===== src/scu_pkg.sv =====
// constants and types shared by the smart card uart files
package scu_pkg;

  // ==========================================================================
  // register map (byte addresses on the avalon slave)
  localparam int unsigned ADDR_W       = 5;
  localparam logic [4:0]  REG_TXBUF    = 5'h00;
  localparam logic [4:0]  REG_RXBUF    = 5'h04;
  localparam logic [4:0]  REG_MODE     = 5'h08;
  localparam logic [4:0]  REG_CTRL0    = 5'h0C;
  localparam logic [4:0]  REG_CTRL1    = 5'h10;
  localparam logic [4:0]  REG_IRQ_STAT = 5'h14;
  localparam logic [4:0]  REG_IRQ_MASK = 5'h18;

  // ==========================================================================
  // field positions
  localparam int unsigned MODE_PAR_EN    = 0;  // parity_enable
  localparam int unsigned MODE_PAR_EVEN  = 1;  // parity_odd_even_select, 1 = even
  localparam int unsigned CTRL0_MSB      = 0;  // bit_order_select, 1 = msb first
  localparam int unsigned CTRL1_TX_EN    = 0;
  localparam int unsigned CTRL1_RX_EN    = 1;
  localparam int unsigned CTRL1_INVERT   = 2;  // data_logic_invert
  localparam int unsigned CTRL1_ERR_OUT  = 3;  // error_signal_output_enable
  localparam int unsigned CTRL1_TX_BUSY  = 4;
  localparam int unsigned CTRL1_RX_FULL  = 5;  // receive_complete_flag
  localparam int unsigned CTRL1_TX_FULL  = 6;
  localparam int unsigned RXBUF_OVR      = 8;
  localparam int unsigned RXBUF_FRM      = 9;
  localparam int unsigned RXBUF_PAR      = 10;
  localparam int unsigned RXBUF_SUM      = 11;
  localparam int unsigned IRQ_TXC        = 0;
  localparam int unsigned IRQ_RXC        = 1;
  localparam int unsigned IRQ_ERR        = 2;

  // ==========================================================================
  // widths, reset values and frame lengths
  localparam int unsigned DATA_W         = 8;
  localparam int unsigned IRQ_W          = 3;
  localparam logic [1:0]  MODE_RST       = 2'h0;
  localparam logic [3:0]  CTRL1_RST      = 4'h0;
  localparam logic [2:0]  IRQ_RST        = 3'h0;
  localparam logic [3:0]  TX_BITS_PAR    = 4'hB;  // start, 8 data, parity, stop
  localparam logic [3:0]  TX_BITS_NOPAR  = 4'hA;  // start, 8 data, stop
  localparam logic [2:0]  RX_LAST_DATA   = 3'h7;

  // receiver sequence
  typedef enum logic [1:0] {
    SCU_RX_IDLE,
    SCU_RX_DATA,
    SCU_RX_PAR,
    SCU_RX_STOP
  } scu_rx_state_t;

endpackage : scu_pkg


===== src/scu_pin_if.sv =====
// synchronised pin events passed from the pin sampler to the uart core
`timescale 1ns/10ps
interface scu_pin_if;
  logic xclk_rise;  // one-cycle pulse on a transfer clock rising edge
  logic xclk_fall;  // one-cycle pulse on a transfer clock falling edge
  logic rx_lvl;     // synchronised shared line level

  modport src (output xclk_rise, output xclk_fall, output rx_lvl);
  modport dst (input xclk_rise, input xclk_fall, input rx_lvl);
endinterface : scu_pin_if


===== src/scu_top.sv =====
// smart card uart: avalon registers, direct/inverse framing, parity error signal
// ============================================================================
`timescale 1ns/10ps
module scu_top (
  input  wire logic        clk_sys,
  input  wire logic        rst_n,
  input  wire logic [4:0]  avs_address,
  input  wire logic        avs_read,
  input  wire logic        avs_write,
  input  wire logic [31:0] avs_writedata,
  input  wire logic [3:0]  avs_byteenable,
  output logic      [31:0] avs_readdata,
  output logic             avs_waitrequest,
  input  wire logic        transfer_clock,
  input  wire logic        serial_receive_pin,
  output logic             serial_transmit_pin_o,
  output logic             serial_transmit_pin_oe,
  output logic             irq
);

  // ==========================================================================
  // reset release
  logic rst_meta_ff;
  logic rst_sync_ff;

  always_ff @(posedge clk_sys or negedge rst_n) begin
    if (!rst_n) begin
      rst_meta_ff <= 1'b0;
      rst_sync_ff <= 1'b0;
    end else begin
      rst_meta_ff <= 1'b1;
      rst_sync_ff <= rst_meta_ff;
    end
  end

  wire rst_sync_n = rst_sync_ff;

  // ==========================================================================
  // pin sampling
  scu_pin_if pins ();

  scu_pin_sync u_pin_sync (
    .clk_sys            (clk_sys),
    .rst_sync_n         (rst_sync_n),
    .transfer_clock     (transfer_clock),
    .serial_receive_pin (serial_receive_pin),
    .pins               (pins.src)
  );

  wire rise = pins.xclk_rise;
  wire fall = pins.xclk_fall;
  wire rxd  = pins.rx_lvl;

  // ==========================================================================
  // state declarations
  logic                  wait_ff;
  logic [31:0]           rdata_ff;
  logic [1:0]            mode_ff;
  logic                  order_ff;
  logic [3:0]            ctrl1_ff;
  logic [2:0]            mask_ff;
  logic [2:0]            stat_ff;
  logic                  irq_ff;
  logic [7:0]            txbuf_ff;
  logic                  tx_full_ff;
  logic                  tx_busy_ff;
  logic [10:0]           tx_sh_ff;
  logic [3:0]            tx_cnt_ff;
  logic [3:0]            tx_nbits_ff;
  logic                  tx_line_ff;
  logic                  oe_ff;
  logic                  pin_o_ff;
  scu_pkg::scu_rx_state_t rx_st_ff;
  logic [2:0]            rx_cnt_ff;
  logic [7:0]            rx_sh_ff;
  logic                  rx_acc_ff;
  logic [7:0]            rxbuf_ff;
  logic                  rx_full_ff;
  logic                  ovr_ff;
  logic                  frm_ff;
  logic                  per_ff;
  logic                  err_sig_ff;
  logic                  rx_arm_ff;

  // ==========================================================================
  // avalon decode: one wait cycle, then the request completes
  wire bus_req   = avs_read | avs_write;
  wire bus_first = bus_req & wait_ff;
  wire do_wr     = avs_write & ~wait_ff & avs_byteenable[0];
  wire do_rd     = avs_read & ~wait_ff;
  wire sel_tx    = avs_address == scu_pkg::REG_TXBUF;
  wire sel_rx    = avs_address == scu_pkg::REG_RXBUF;
  wire sel_mode  = avs_address == scu_pkg::REG_MODE;
  wire sel_c0    = avs_address == scu_pkg::REG_CTRL0;
  wire sel_c1    = avs_address == scu_pkg::REG_CTRL1;
  wire sel_stat  = avs_address == scu_pkg::REG_IRQ_STAT;
  wire sel_mask  = avs_address == scu_pkg::REG_IRQ_MASK;
  wire rd_rxbuf  = do_rd & sel_rx;

  // control bit taps
  wire par_en    = mode_ff[scu_pkg::MODE_PAR_EN];
  wire par_even  = mode_ff[scu_pkg::MODE_PAR_EVEN];
  wire tx_en     = ctrl1_ff[scu_pkg::CTRL1_TX_EN];
  wire rx_en     = ctrl1_ff[scu_pkg::CTRL1_RX_EN];
  wire invert    = ctrl1_ff[scu_pkg::CTRL1_INVERT];
  wire err_out   = ctrl1_ff[scu_pkg::CTRL1_ERR_OUT];
  wire sum_err   = ovr_ff | frm_ff | per_ff;

  // read data selection; unmapped addresses read zero
  wire [31:0] rx_word  = {20'h0_0000, sum_err, per_ff, frm_ff, ovr_ff, rxbuf_ff};
  wire [31:0] c1_word  = {25'h000_0000, tx_full_ff, rx_full_ff, tx_busy_ff, ctrl1_ff};
  wire [31:0] rd_mux   = sel_rx   ? rx_word :
                         sel_tx   ? {24'h00_0000, txbuf_ff} :
                         sel_mode ? {30'h0000_0000, mode_ff} :
                         sel_c0   ? {31'h0000_0000, order_ff} :
                         sel_c1   ? c1_word :
                         sel_stat ? {29'h0000_0000, stat_ff} :
                         sel_mask ? {29'h0000_0000, mask_ff} : 32'h0000_0000;

  always_ff @(posedge clk_sys or negedge rst_sync_n) begin
    if (!rst_sync_n) begin
      wait_ff  <= 1'b1;
      rdata_ff <= 32'h0000_0000;
    end else begin
      wait_ff  <= ~bus_first;
      rdata_ff <= (bus_first & avs_read) ? rd_mux : rdata_ff;
    end
  end

  // software-written configuration
  always_ff @(posedge clk_sys or negedge rst_sync_n) begin
    if (!rst_sync_n) begin
      mode_ff  <= scu_pkg::MODE_RST;
      order_ff <= 1'b0;
      ctrl1_ff <= scu_pkg::CTRL1_RST;
      mask_ff  <= scu_pkg::IRQ_RST;
    end else begin
      if (do_wr && sel_mode) mode_ff  <= avs_writedata[1:0];
      if (do_wr && sel_c0)   order_ff <= avs_writedata[scu_pkg::CTRL0_MSB];
      if (do_wr && sel_c1)   ctrl1_ff <= avs_writedata[3:0];
      if (do_wr && sel_mask) mask_ff  <= avs_writedata[2:0];
    end
  end

  // ==========================================================================
  // transmitter: bits change on transfer clock falling edges
  wire [7:0]  tx_lvl   = invert ? ~txbuf_ff : txbuf_ff;
  wire [7:0]  tx_rev   = {<<{tx_lvl}};
  wire [7:0]  tx_ord   = order_ff ? tx_rev : tx_lvl;
  wire        tx_par   = (^tx_ord) ^ ~par_even;
  wire [10:0] frame    = {1'b1, (par_en ? tx_par : 1'b1), tx_ord, 1'b0};
  wire [3:0]  nbits    = par_en ? scu_pkg::TX_BITS_PAR : scu_pkg::TX_BITS_NOPAR;
  wire        tx_start = fall & ~tx_busy_ff & tx_full_ff & tx_en;
  wire        tx_last  = tx_cnt_ff == tx_nbits_ff;
  wire        tx_step  = fall & tx_busy_ff & ~tx_last;
  wire        tx_end   = fall & tx_busy_ff & tx_last;

  always_ff @(posedge clk_sys or negedge rst_sync_n) begin
    if (!rst_sync_n) begin
      txbuf_ff   <= 8'h00;
      tx_full_ff <= 1'b0;
    end else begin
      if (do_wr && sel_tx) txbuf_ff <= avs_writedata[7:0];
      // a write in the start cycle keeps the buffer marked full
      tx_full_ff <= (do_wr & sel_tx) | (tx_full_ff & ~tx_start);
    end
  end

  // shift register holds the rest of the frame, lsb goes to the line next
  always_ff @(posedge clk_sys or negedge rst_sync_n) begin
    if (!rst_sync_n) begin
      tx_busy_ff  <= 1'b0;
      tx_sh_ff    <= 11'h7FF;
      tx_cnt_ff   <= 4'h0;
      tx_nbits_ff <= scu_pkg::TX_BITS_PAR;
      tx_line_ff  <= 1'b1;
    end else if (tx_start) begin
      tx_busy_ff  <= 1'b1;
      tx_sh_ff    <= {1'b1, frame[10:1]};
      tx_cnt_ff   <= 4'h1;
      tx_nbits_ff <= nbits;
      tx_line_ff  <= frame[0];
    end else if (tx_step) begin
      tx_sh_ff    <= {1'b1, tx_sh_ff[10:1]};
      tx_cnt_ff   <= tx_cnt_ff + 4'h1;
      tx_line_ff  <= tx_sh_ff[0];
    end else if (tx_end) begin
      tx_busy_ff  <= 1'b0;
      tx_line_ff  <= 1'b1;
    end
  end

  // ==========================================================================
  // receiver: the line is sampled on transfer clock rising edges
  wire [7:0] rx_rev  = {<<{rx_sh_ff}};
  wire [7:0] rx_ord  = order_ff ? rx_rev : rx_sh_ff;
  wire [7:0] rx_data = invert ? ~rx_ord : rx_ord;
  // own error signal holds the line low; re-arm only once the line reads high again
  wire       rx_go   = rise & rx_en & ~rxd & ~err_sig_ff & rx_arm_ff;
  wire       rx_done = rise & (rx_st_ff == scu_pkg::SCU_RX_STOP);
  wire       new_frm = ~rxd;
  wire       new_per = par_en & rx_acc_ff;
  wire       new_err = new_frm | new_per | rx_full_ff;

  always_ff @(posedge clk_sys or negedge rst_sync_n) begin
    if (!rst_sync_n) begin
      rx_st_ff  <= scu_pkg::SCU_RX_IDLE;
      rx_cnt_ff <= 3'h0;
      rx_sh_ff  <= 8'h00;
      rx_acc_ff <= 1'b0;
    end else begin
      case (rx_st_ff)
        scu_pkg::SCU_RX_IDLE: begin
          rx_cnt_ff <= 3'h0;
          rx_acc_ff <= 1'b0;
          if (rx_go) rx_st_ff <= scu_pkg::SCU_RX_DATA;
        end
        scu_pkg::SCU_RX_DATA: begin
          if (rise) begin
            rx_sh_ff  <= {rxd, rx_sh_ff[7:1]};
            rx_acc_ff <= rx_acc_ff ^ rxd;
            rx_cnt_ff <= rx_cnt_ff + 3'h1;
            if (rx_cnt_ff == scu_pkg::RX_LAST_DATA) begin
              rx_st_ff <= par_en ? scu_pkg::SCU_RX_PAR : scu_pkg::SCU_RX_STOP;
            end
          end
        end
        scu_pkg::SCU_RX_PAR: begin
          // acc turns into "parity bad": even wants xor 0, odd wants xor 1
          if (rise) begin
            rx_acc_ff <= rx_acc_ff ^ rxd ^ ~par_even;
            rx_st_ff  <= scu_pkg::SCU_RX_STOP;
          end
        end
        scu_pkg::SCU_RX_STOP: begin
          if (rise) rx_st_ff <= scu_pkg::SCU_RX_IDLE;
        end
        default: rx_st_ff <= scu_pkg::SCU_RX_IDLE;
      endcase
    end
  end

  // receive buffer and error flags; a completing character beats a clearing read
  always_ff @(posedge clk_sys or negedge rst_sync_n) begin
    if (!rst_sync_n) begin
      rxbuf_ff   <= 8'h00;
      rx_full_ff <= 1'b0;
      ovr_ff     <= 1'b0;
      frm_ff     <= 1'b0;
      per_ff     <= 1'b0;
    end else if (rx_done) begin
      rxbuf_ff   <= rx_data;
      rx_full_ff <= 1'b1;
      ovr_ff     <= rx_full_ff;
      frm_ff     <= new_frm;
      per_ff     <= new_per;
    end else begin
      rx_full_ff <= rx_full_ff & ~rd_rxbuf;
      per_ff     <= per_ff & ~rd_rxbuf;
      // overrun and framing survive reads; they clear when reception is switched off or the next character reloads them
      ovr_ff     <= ovr_ff & rx_en;
      frm_ff     <= frm_ff & rx_en;
    end
  end

  // ==========================================================================
  // parity error signal: starts at the stop-bit sample, ends on a buffer read
  wire sig_set = rx_done & new_per & err_out;

  always_ff @(posedge clk_sys or negedge rst_sync_n) begin
    if (!rst_sync_n) begin
      err_sig_ff <= 1'b0;
      rx_arm_ff  <= 1'b0;
    end else begin
      err_sig_ff <= sig_set | (err_sig_ff & ~rd_rxbuf);
      rx_arm_ff  <= ~err_sig_ff & (rx_arm_ff | rxd);  // released line lags the sampler
    end
  end

  // open-drain line: only ever pull low, otherwise release to the pull-up
  always_ff @(posedge clk_sys or negedge rst_sync_n) begin
    if (!rst_sync_n) begin
      oe_ff    <= 1'b0;
      pin_o_ff <= 1'b0;
    end else begin
      oe_ff    <= ~tx_line_ff | err_sig_ff;
      pin_o_ff <= 1'b0;
    end
  end

  // ==========================================================================
  // interrupt status (write one to clear, a new event wins) and mask
  wire [2:0] irq_ev  = {rx_done & new_err, rx_done, tx_end};
  wire [2:0] irq_clr = (do_wr & sel_stat) ? avs_writedata[2:0] : 3'h0;
  wire [2:0] nxt_stat = (stat_ff & ~irq_clr) | irq_ev;

  always_ff @(posedge clk_sys or negedge rst_sync_n) begin
    if (!rst_sync_n) begin
      stat_ff <= scu_pkg::IRQ_RST;
      irq_ff  <= 1'b0;
    end else begin
      stat_ff <= nxt_stat;
      irq_ff  <= |(nxt_stat & mask_ff);
    end
  end

  // ==========================================================================
  // outputs
  assign avs_readdata           = rdata_ff;
  assign avs_waitrequest        = wait_ff;
  assign serial_transmit_pin_o  = pin_o_ff;
  assign serial_transmit_pin_oe = oe_ff;
  assign irq                    = irq_ff;

endmodule : scu_top


===== src/scu_pin_sync.sv =====
// two-stage synchronisers and edge detection for the transfer clock and line
`timescale 1ns/10ps
module scu_pin_sync (
  input  wire logic clk_sys,
  input  wire logic rst_sync_n,
  input  wire logic transfer_clock,
  input  wire logic serial_receive_pin,
  scu_pin_if.src    pins
);

  logic clk_meta_ff;
  logic clk_sync_ff;
  logic clk_last_ff;
  logic rx_meta_ff;
  logic rx_sync_ff;
  logic rise_ff;
  logic fall_ff;

  // ==========================================================================
  // synchronisers: the meta stage feeds only the second stage
  always_ff @(posedge clk_sys or negedge rst_sync_n) begin
    if (!rst_sync_n) begin
      clk_meta_ff <= 1'b0;
      clk_sync_ff <= 1'b0;
      clk_last_ff <= 1'b0;
      rx_meta_ff  <= 1'b1;  // pulled-up line idles high
      rx_sync_ff  <= 1'b1;
    end else begin
      clk_meta_ff <= transfer_clock;
      clk_sync_ff <= clk_meta_ff;
      clk_last_ff <= clk_sync_ff;
      rx_meta_ff  <= serial_receive_pin;
      rx_sync_ff  <= rx_meta_ff;
    end
  end

  // edge pulses are registered so the core sees clean single-cycle strobes
  wire nxt_rise = clk_sync_ff & ~clk_last_ff;
  wire nxt_fall = ~clk_sync_ff & clk_last_ff;

  always_ff @(posedge clk_sys or negedge rst_sync_n) begin
    if (!rst_sync_n) begin
      rise_ff <= 1'b0;
      fall_ff <= 1'b0;
    end else begin
      rise_ff <= nxt_rise;
      fall_ff <= nxt_fall;
    end
  end

  assign pins.xclk_rise = rise_ff;
  assign pins.xclk_fall = fall_ff;
  assign pins.rx_lvl    = rx_sync_ff;  // same age as the edge pulses' source

endmodule : scu_pin_sync


===== config.mk =====
export PLATFORM = sky130hd
export DESIGN_NAME = scu_top
export DESIGN_NICKNAME = d
export VERILOG_FILES = /design/src/scu_pkg.sv /design/src/scu_pin_if.sv /design/src/scu_top.sv /design/src/scu_pin_sync.sv
export SDC_FILE = /design/constraint.sdc
export NUM_CORES = 1
export LEC_CHECK = 0
export ABC_AREA = 1
export BUFFER_PORTS_ARGS = -buffer_cell sky130_fd_sc_hd__buf_2
export CORE_MARGIN = 2
export CORE_UTILIZATION = 56
export DETAILED_ROUTE_END_ITERATION = 8
export PLACE_DENSITY = 0.8
export SETUP_SLACK_MARGIN = 0.1
export SLEW_MARGIN = 20
export SYNTH_ARGS = -nofsm -noshare
export SYNTH_HDL_FRONTEND = slang
export SYNTH_HIERARCHICAL = 1
export SYNTH_SLANG_ARGS = --single-unit

===== constraint.sdc =====
create_clock -name clk_sys -period 3.59 [get_ports clk_sys]
set_clock_uncertainty 0.05 [all_clocks]
set_input_delay 0.359 -clock clk_sys [delete_from_list [all_inputs] [get_ports clk_sys]]
set_output_delay 0.359 -clock clk_sys [all_outputs]
set_load 0.1 [all_outputs]

==> impl_results.md <==
* Number of fillers in the final layout at between 600 and 700
* Final Non-Filler Cells at 727
* Die Y at roughly 95 um
* Port buffer count at 34
* Vias per Instance at roughly 5.6
* Sequential fraction of the synthesis area at 48.7%
* Most common cell on crit path: nand2_1
* Nets@finish at 672
* Initial antenna violation count at 0
* XOR/XNOR share of the synthesized area at 1.50%
* Wirelength per Cell at between 10 and 15 um
* GRT Total Usage at approximately a quarter
* Area grow syn2layout at 9.04%
* Top post-synthesis cells by area: dfrtp_1, nand2_1, dfstp_2, o21ai_0, nand3_1
* Total wire length at approximately 10 mm
* First-pass GRT wire length at about 17 mm
* Root Buffer: clkbuf_8
* Tcrit/Tclk final at around two thirds
* Pwr Density at ~630 nW/um2
* Clock sinks at 90
* Mapped Cells at 586
* Drt pass-1 iters at 6
* Netlist Area Pre-Place at 4660 um2
* Slew headroom at a little over half
* Placer Congestion at 0.861
* Largest family of logic cells by synthesized area: simple AND/OR/NAND/NOR gates
* ANT cells at 0
* Core Region at ~8100 um2
* Worst-path fanout max at 24
* Clock-pin slew on the worst setup and hold paths at 0.09 ns
* Via count at approximately 4,000
* CTS tree: done
* Max-slew violations at 0
* Crit-path slowest cell: dfrtp_1
* Post-Synth Simple-Gate Area at around 24%
* Status: complete, no violations
* Synth Area in Adders at under 10%
* Largest net degree at the start of global routing at roughly 90
* Synth warn at 6
* DRC at 0
* Final Critical Period at 2.38 ns
* Total negative slack at 0 ns
* MaxCap Viol Count at 0
* Cells along the critical path: inv_2 -> nand2_1 -> nand3_1 -> nand2_1 -> nand2_1 -> nand2_1 -> nand2_1 -> nand2_1 -> nand2_1 -> nand3_1 -> nand2_1 -> a21oi_1
* Syn Area/Cell at just under 8 um2
* Hold WC Path Type: input port to register
* 1st-iter DRT viols at 298
* Final hold slack at a little under 0.04 ns
* Leak Pwr at between 2 and 3 nW
* Placed insts at 709
* Clock tree buffer depth at 2
* Worst vdd ir at 286 uV
* Synth Area in Compound Gates at 12.8%
* DIE AREA at roughly 9100 um2
* Multi-input logic area at ~2000 um2
* Antenna-violating nets left at 0
* H-tree Lvls at 3
* Placement Rows at 33
* Final hold vios at 0
* RSZ-0062 raised after global routing: false
* Setup violators final at 0
* Worst Tran Pin Value at roughly 0.68 ns
* Number of global-route vias before repair at ~3,800
* CP startpoint kind: register
* DP HPWL at roughly 7.3 mm
* Required time of the critical path at 3.83 ns
* Die Width at 95.3 um
* Max Clock Freq at roughly 420 MHz
* Worst Path Arrival at 2.62 ns
* Type of the worst setup path: register to register
* Cts bufs inserted at 9
* Initial Utilization at 57.3%
* Clk_lat worst skew at between 0.3 and 0.4 ns
* # IOs at a little over 80
* Post-CTS setup buffers at 0
* Mux cell area share after synthesis at less than 1%
* Critical Path Max Stage Delay at between 0.7 and 0.8 ns
* Post-synth cell types at 33
* Top-area cell type share of the netlist area at around two fifths
* Grt ovf at 0
* Reg area at between 2000 and 2500 um2
* Area leader, netlist: dfrtp_1
* Synth Register Bits at 90
* Share of layout cells above drive strength 1 at between 10% and 20%
* Worst Setup End Kind: register
Yosys cell counts:
cell / number
a21oi_1: 18
a221oi_1: 1
a22oi_1: 1
a31oi_1: 3
buf_2: 6
buf_4: 23
buf_6: 2
clkbuf_1: 7
conb_1: 2
dfrtp_1: 76
dfstp_2: 14
ha_1: 8
inv_1: 57
inv_2: 2
mux2i_1: 1
nand2_1: 186
nand3_1: 52
nand4_1: 5
nor2_1: 20
nor2_2: 2
nor3_1: 5
nor3_2: 1
o2111ai_1: 3
o211ai_1: 9
o21a_1: 1
o21ai_0: 58
o221ai_1: 1
o22ai_1: 5
o311ai_0: 1
o31ai_1: 4
or2_2: 4
xnor2_1: 2
xor2_1: 6
path summary, 6_finish.rpt:
kind                                    startpoint  cells after the start  slack, ns                     to
worst max-delay path                   ctrl1_ff[2]                     12       1.21            tx_sh_ff[8]
worst min-delay path            serial_receive_pin                      1       0.04  u_pin_sync/rx_meta_ff
worst max register to register         ctrl1_ff[2]                     12       1.21            tx_sh_ff[8]
worst min register to register         rst_sync_ff                      0       0.30            rxbuf_ff[3]
max in group asynchronous              rst_sync_ff                      1       2.49            tx_sh_ff[3]
min in group asynchronous                    rst_n                      2       0.25            rst_sync_ff
layout by cell type (no fill, tap or decap), types with 14 or more instances in the layout:
cell,count
a21oi_1,18
buf_2,34
conb_1,22
dfrtp_1,75
dfstp_2,14
inv_1,57
nand2_1,186
nand3_1,52
nor2_1,20
o21ai_0,58
metal layers:
| layer | part of all wire (%) | GRT usage, % | vias to the layer above |
|---|---|---|---|
| met5 | 0 | 0 | - |
| met4 | 2.0 | 9.78 | 0 |
| met3 | 7.1 | 4.98 | 22 |
| met2 | 49 | 41.2 | 180 |
| met1 | 42 | 32.0 | 1914 |
| li1 | - | - | 1933 |
cell type report:
type                       instances  share of cell area, %
clock buffer                       9                   2.44
clock inverter                     7                   2.44
inverter                          59                   4.36
multi-input combinational        419                   39.2
sequential                        90                   44.7
tap                              105                   2.58
timing repair buffer              38                   4.23
metrics by stage:
step	cell area, um2	util (%)	setup slack, ns	power, mW
after floorplan	4740	-	0.872	2.18
after global placement	4810	59.1	1.37	2.31
after detailed placement	4810	59.1	1.28	2.37
after CTS	5060	62.3	1.26	3.21
after global routing	5080	62.5	0.938	3.43
final	5080	62.5	1.21	3.22
kinds of logic (layout without fill, tap and decap cells):
| family | after synthesis | count (layout) |
|---|---|---|
| fa+ha+maj | 8 | 8 |
| compound gates | 105 | 105 |
| xor+xnor | 8 | 8 |
| flops | 90 | 90 |
| mux | 1 | 1 |
| simple gates | 275 | 275 |
| buf+inv | 97 | 113 |
| other cells | 2 | 22 |
power by group:
part	switching [mW]	internal, mW
combinational	0.671	0.286
sequential	0.163	1.25
clock	0.381	0.469
worst max-delay path, delay by kind of cell (launching register included):
kind            cells  cell delay [ns]
buf+inv             1             0.39
compound gates      1             0.14
flops               1             0.79
simple gates       10             0.93
flip-flops by register name, indices dropped and copies added (netlist names), 2 cells and up:
name          flops
rx_cnt_ff         3
stat_ff           3
rxbuf_ff          8
mask_ff           3
avs_readdata     12
rx_st_ff          2
txbuf_ff          8
tx_cnt_ff         4
rx_sh_ff          8
mode_ff           2
tx_sh_ff          9
ctrl1_ff          4
what timing repair did:
action                                 CTS  global route
hold buffers                             1             0
endpoints found under the hold margin    2             0
setup endpoints to repair                0             0
resized for setup                        0             0
(Power assumes the default switching activity.)
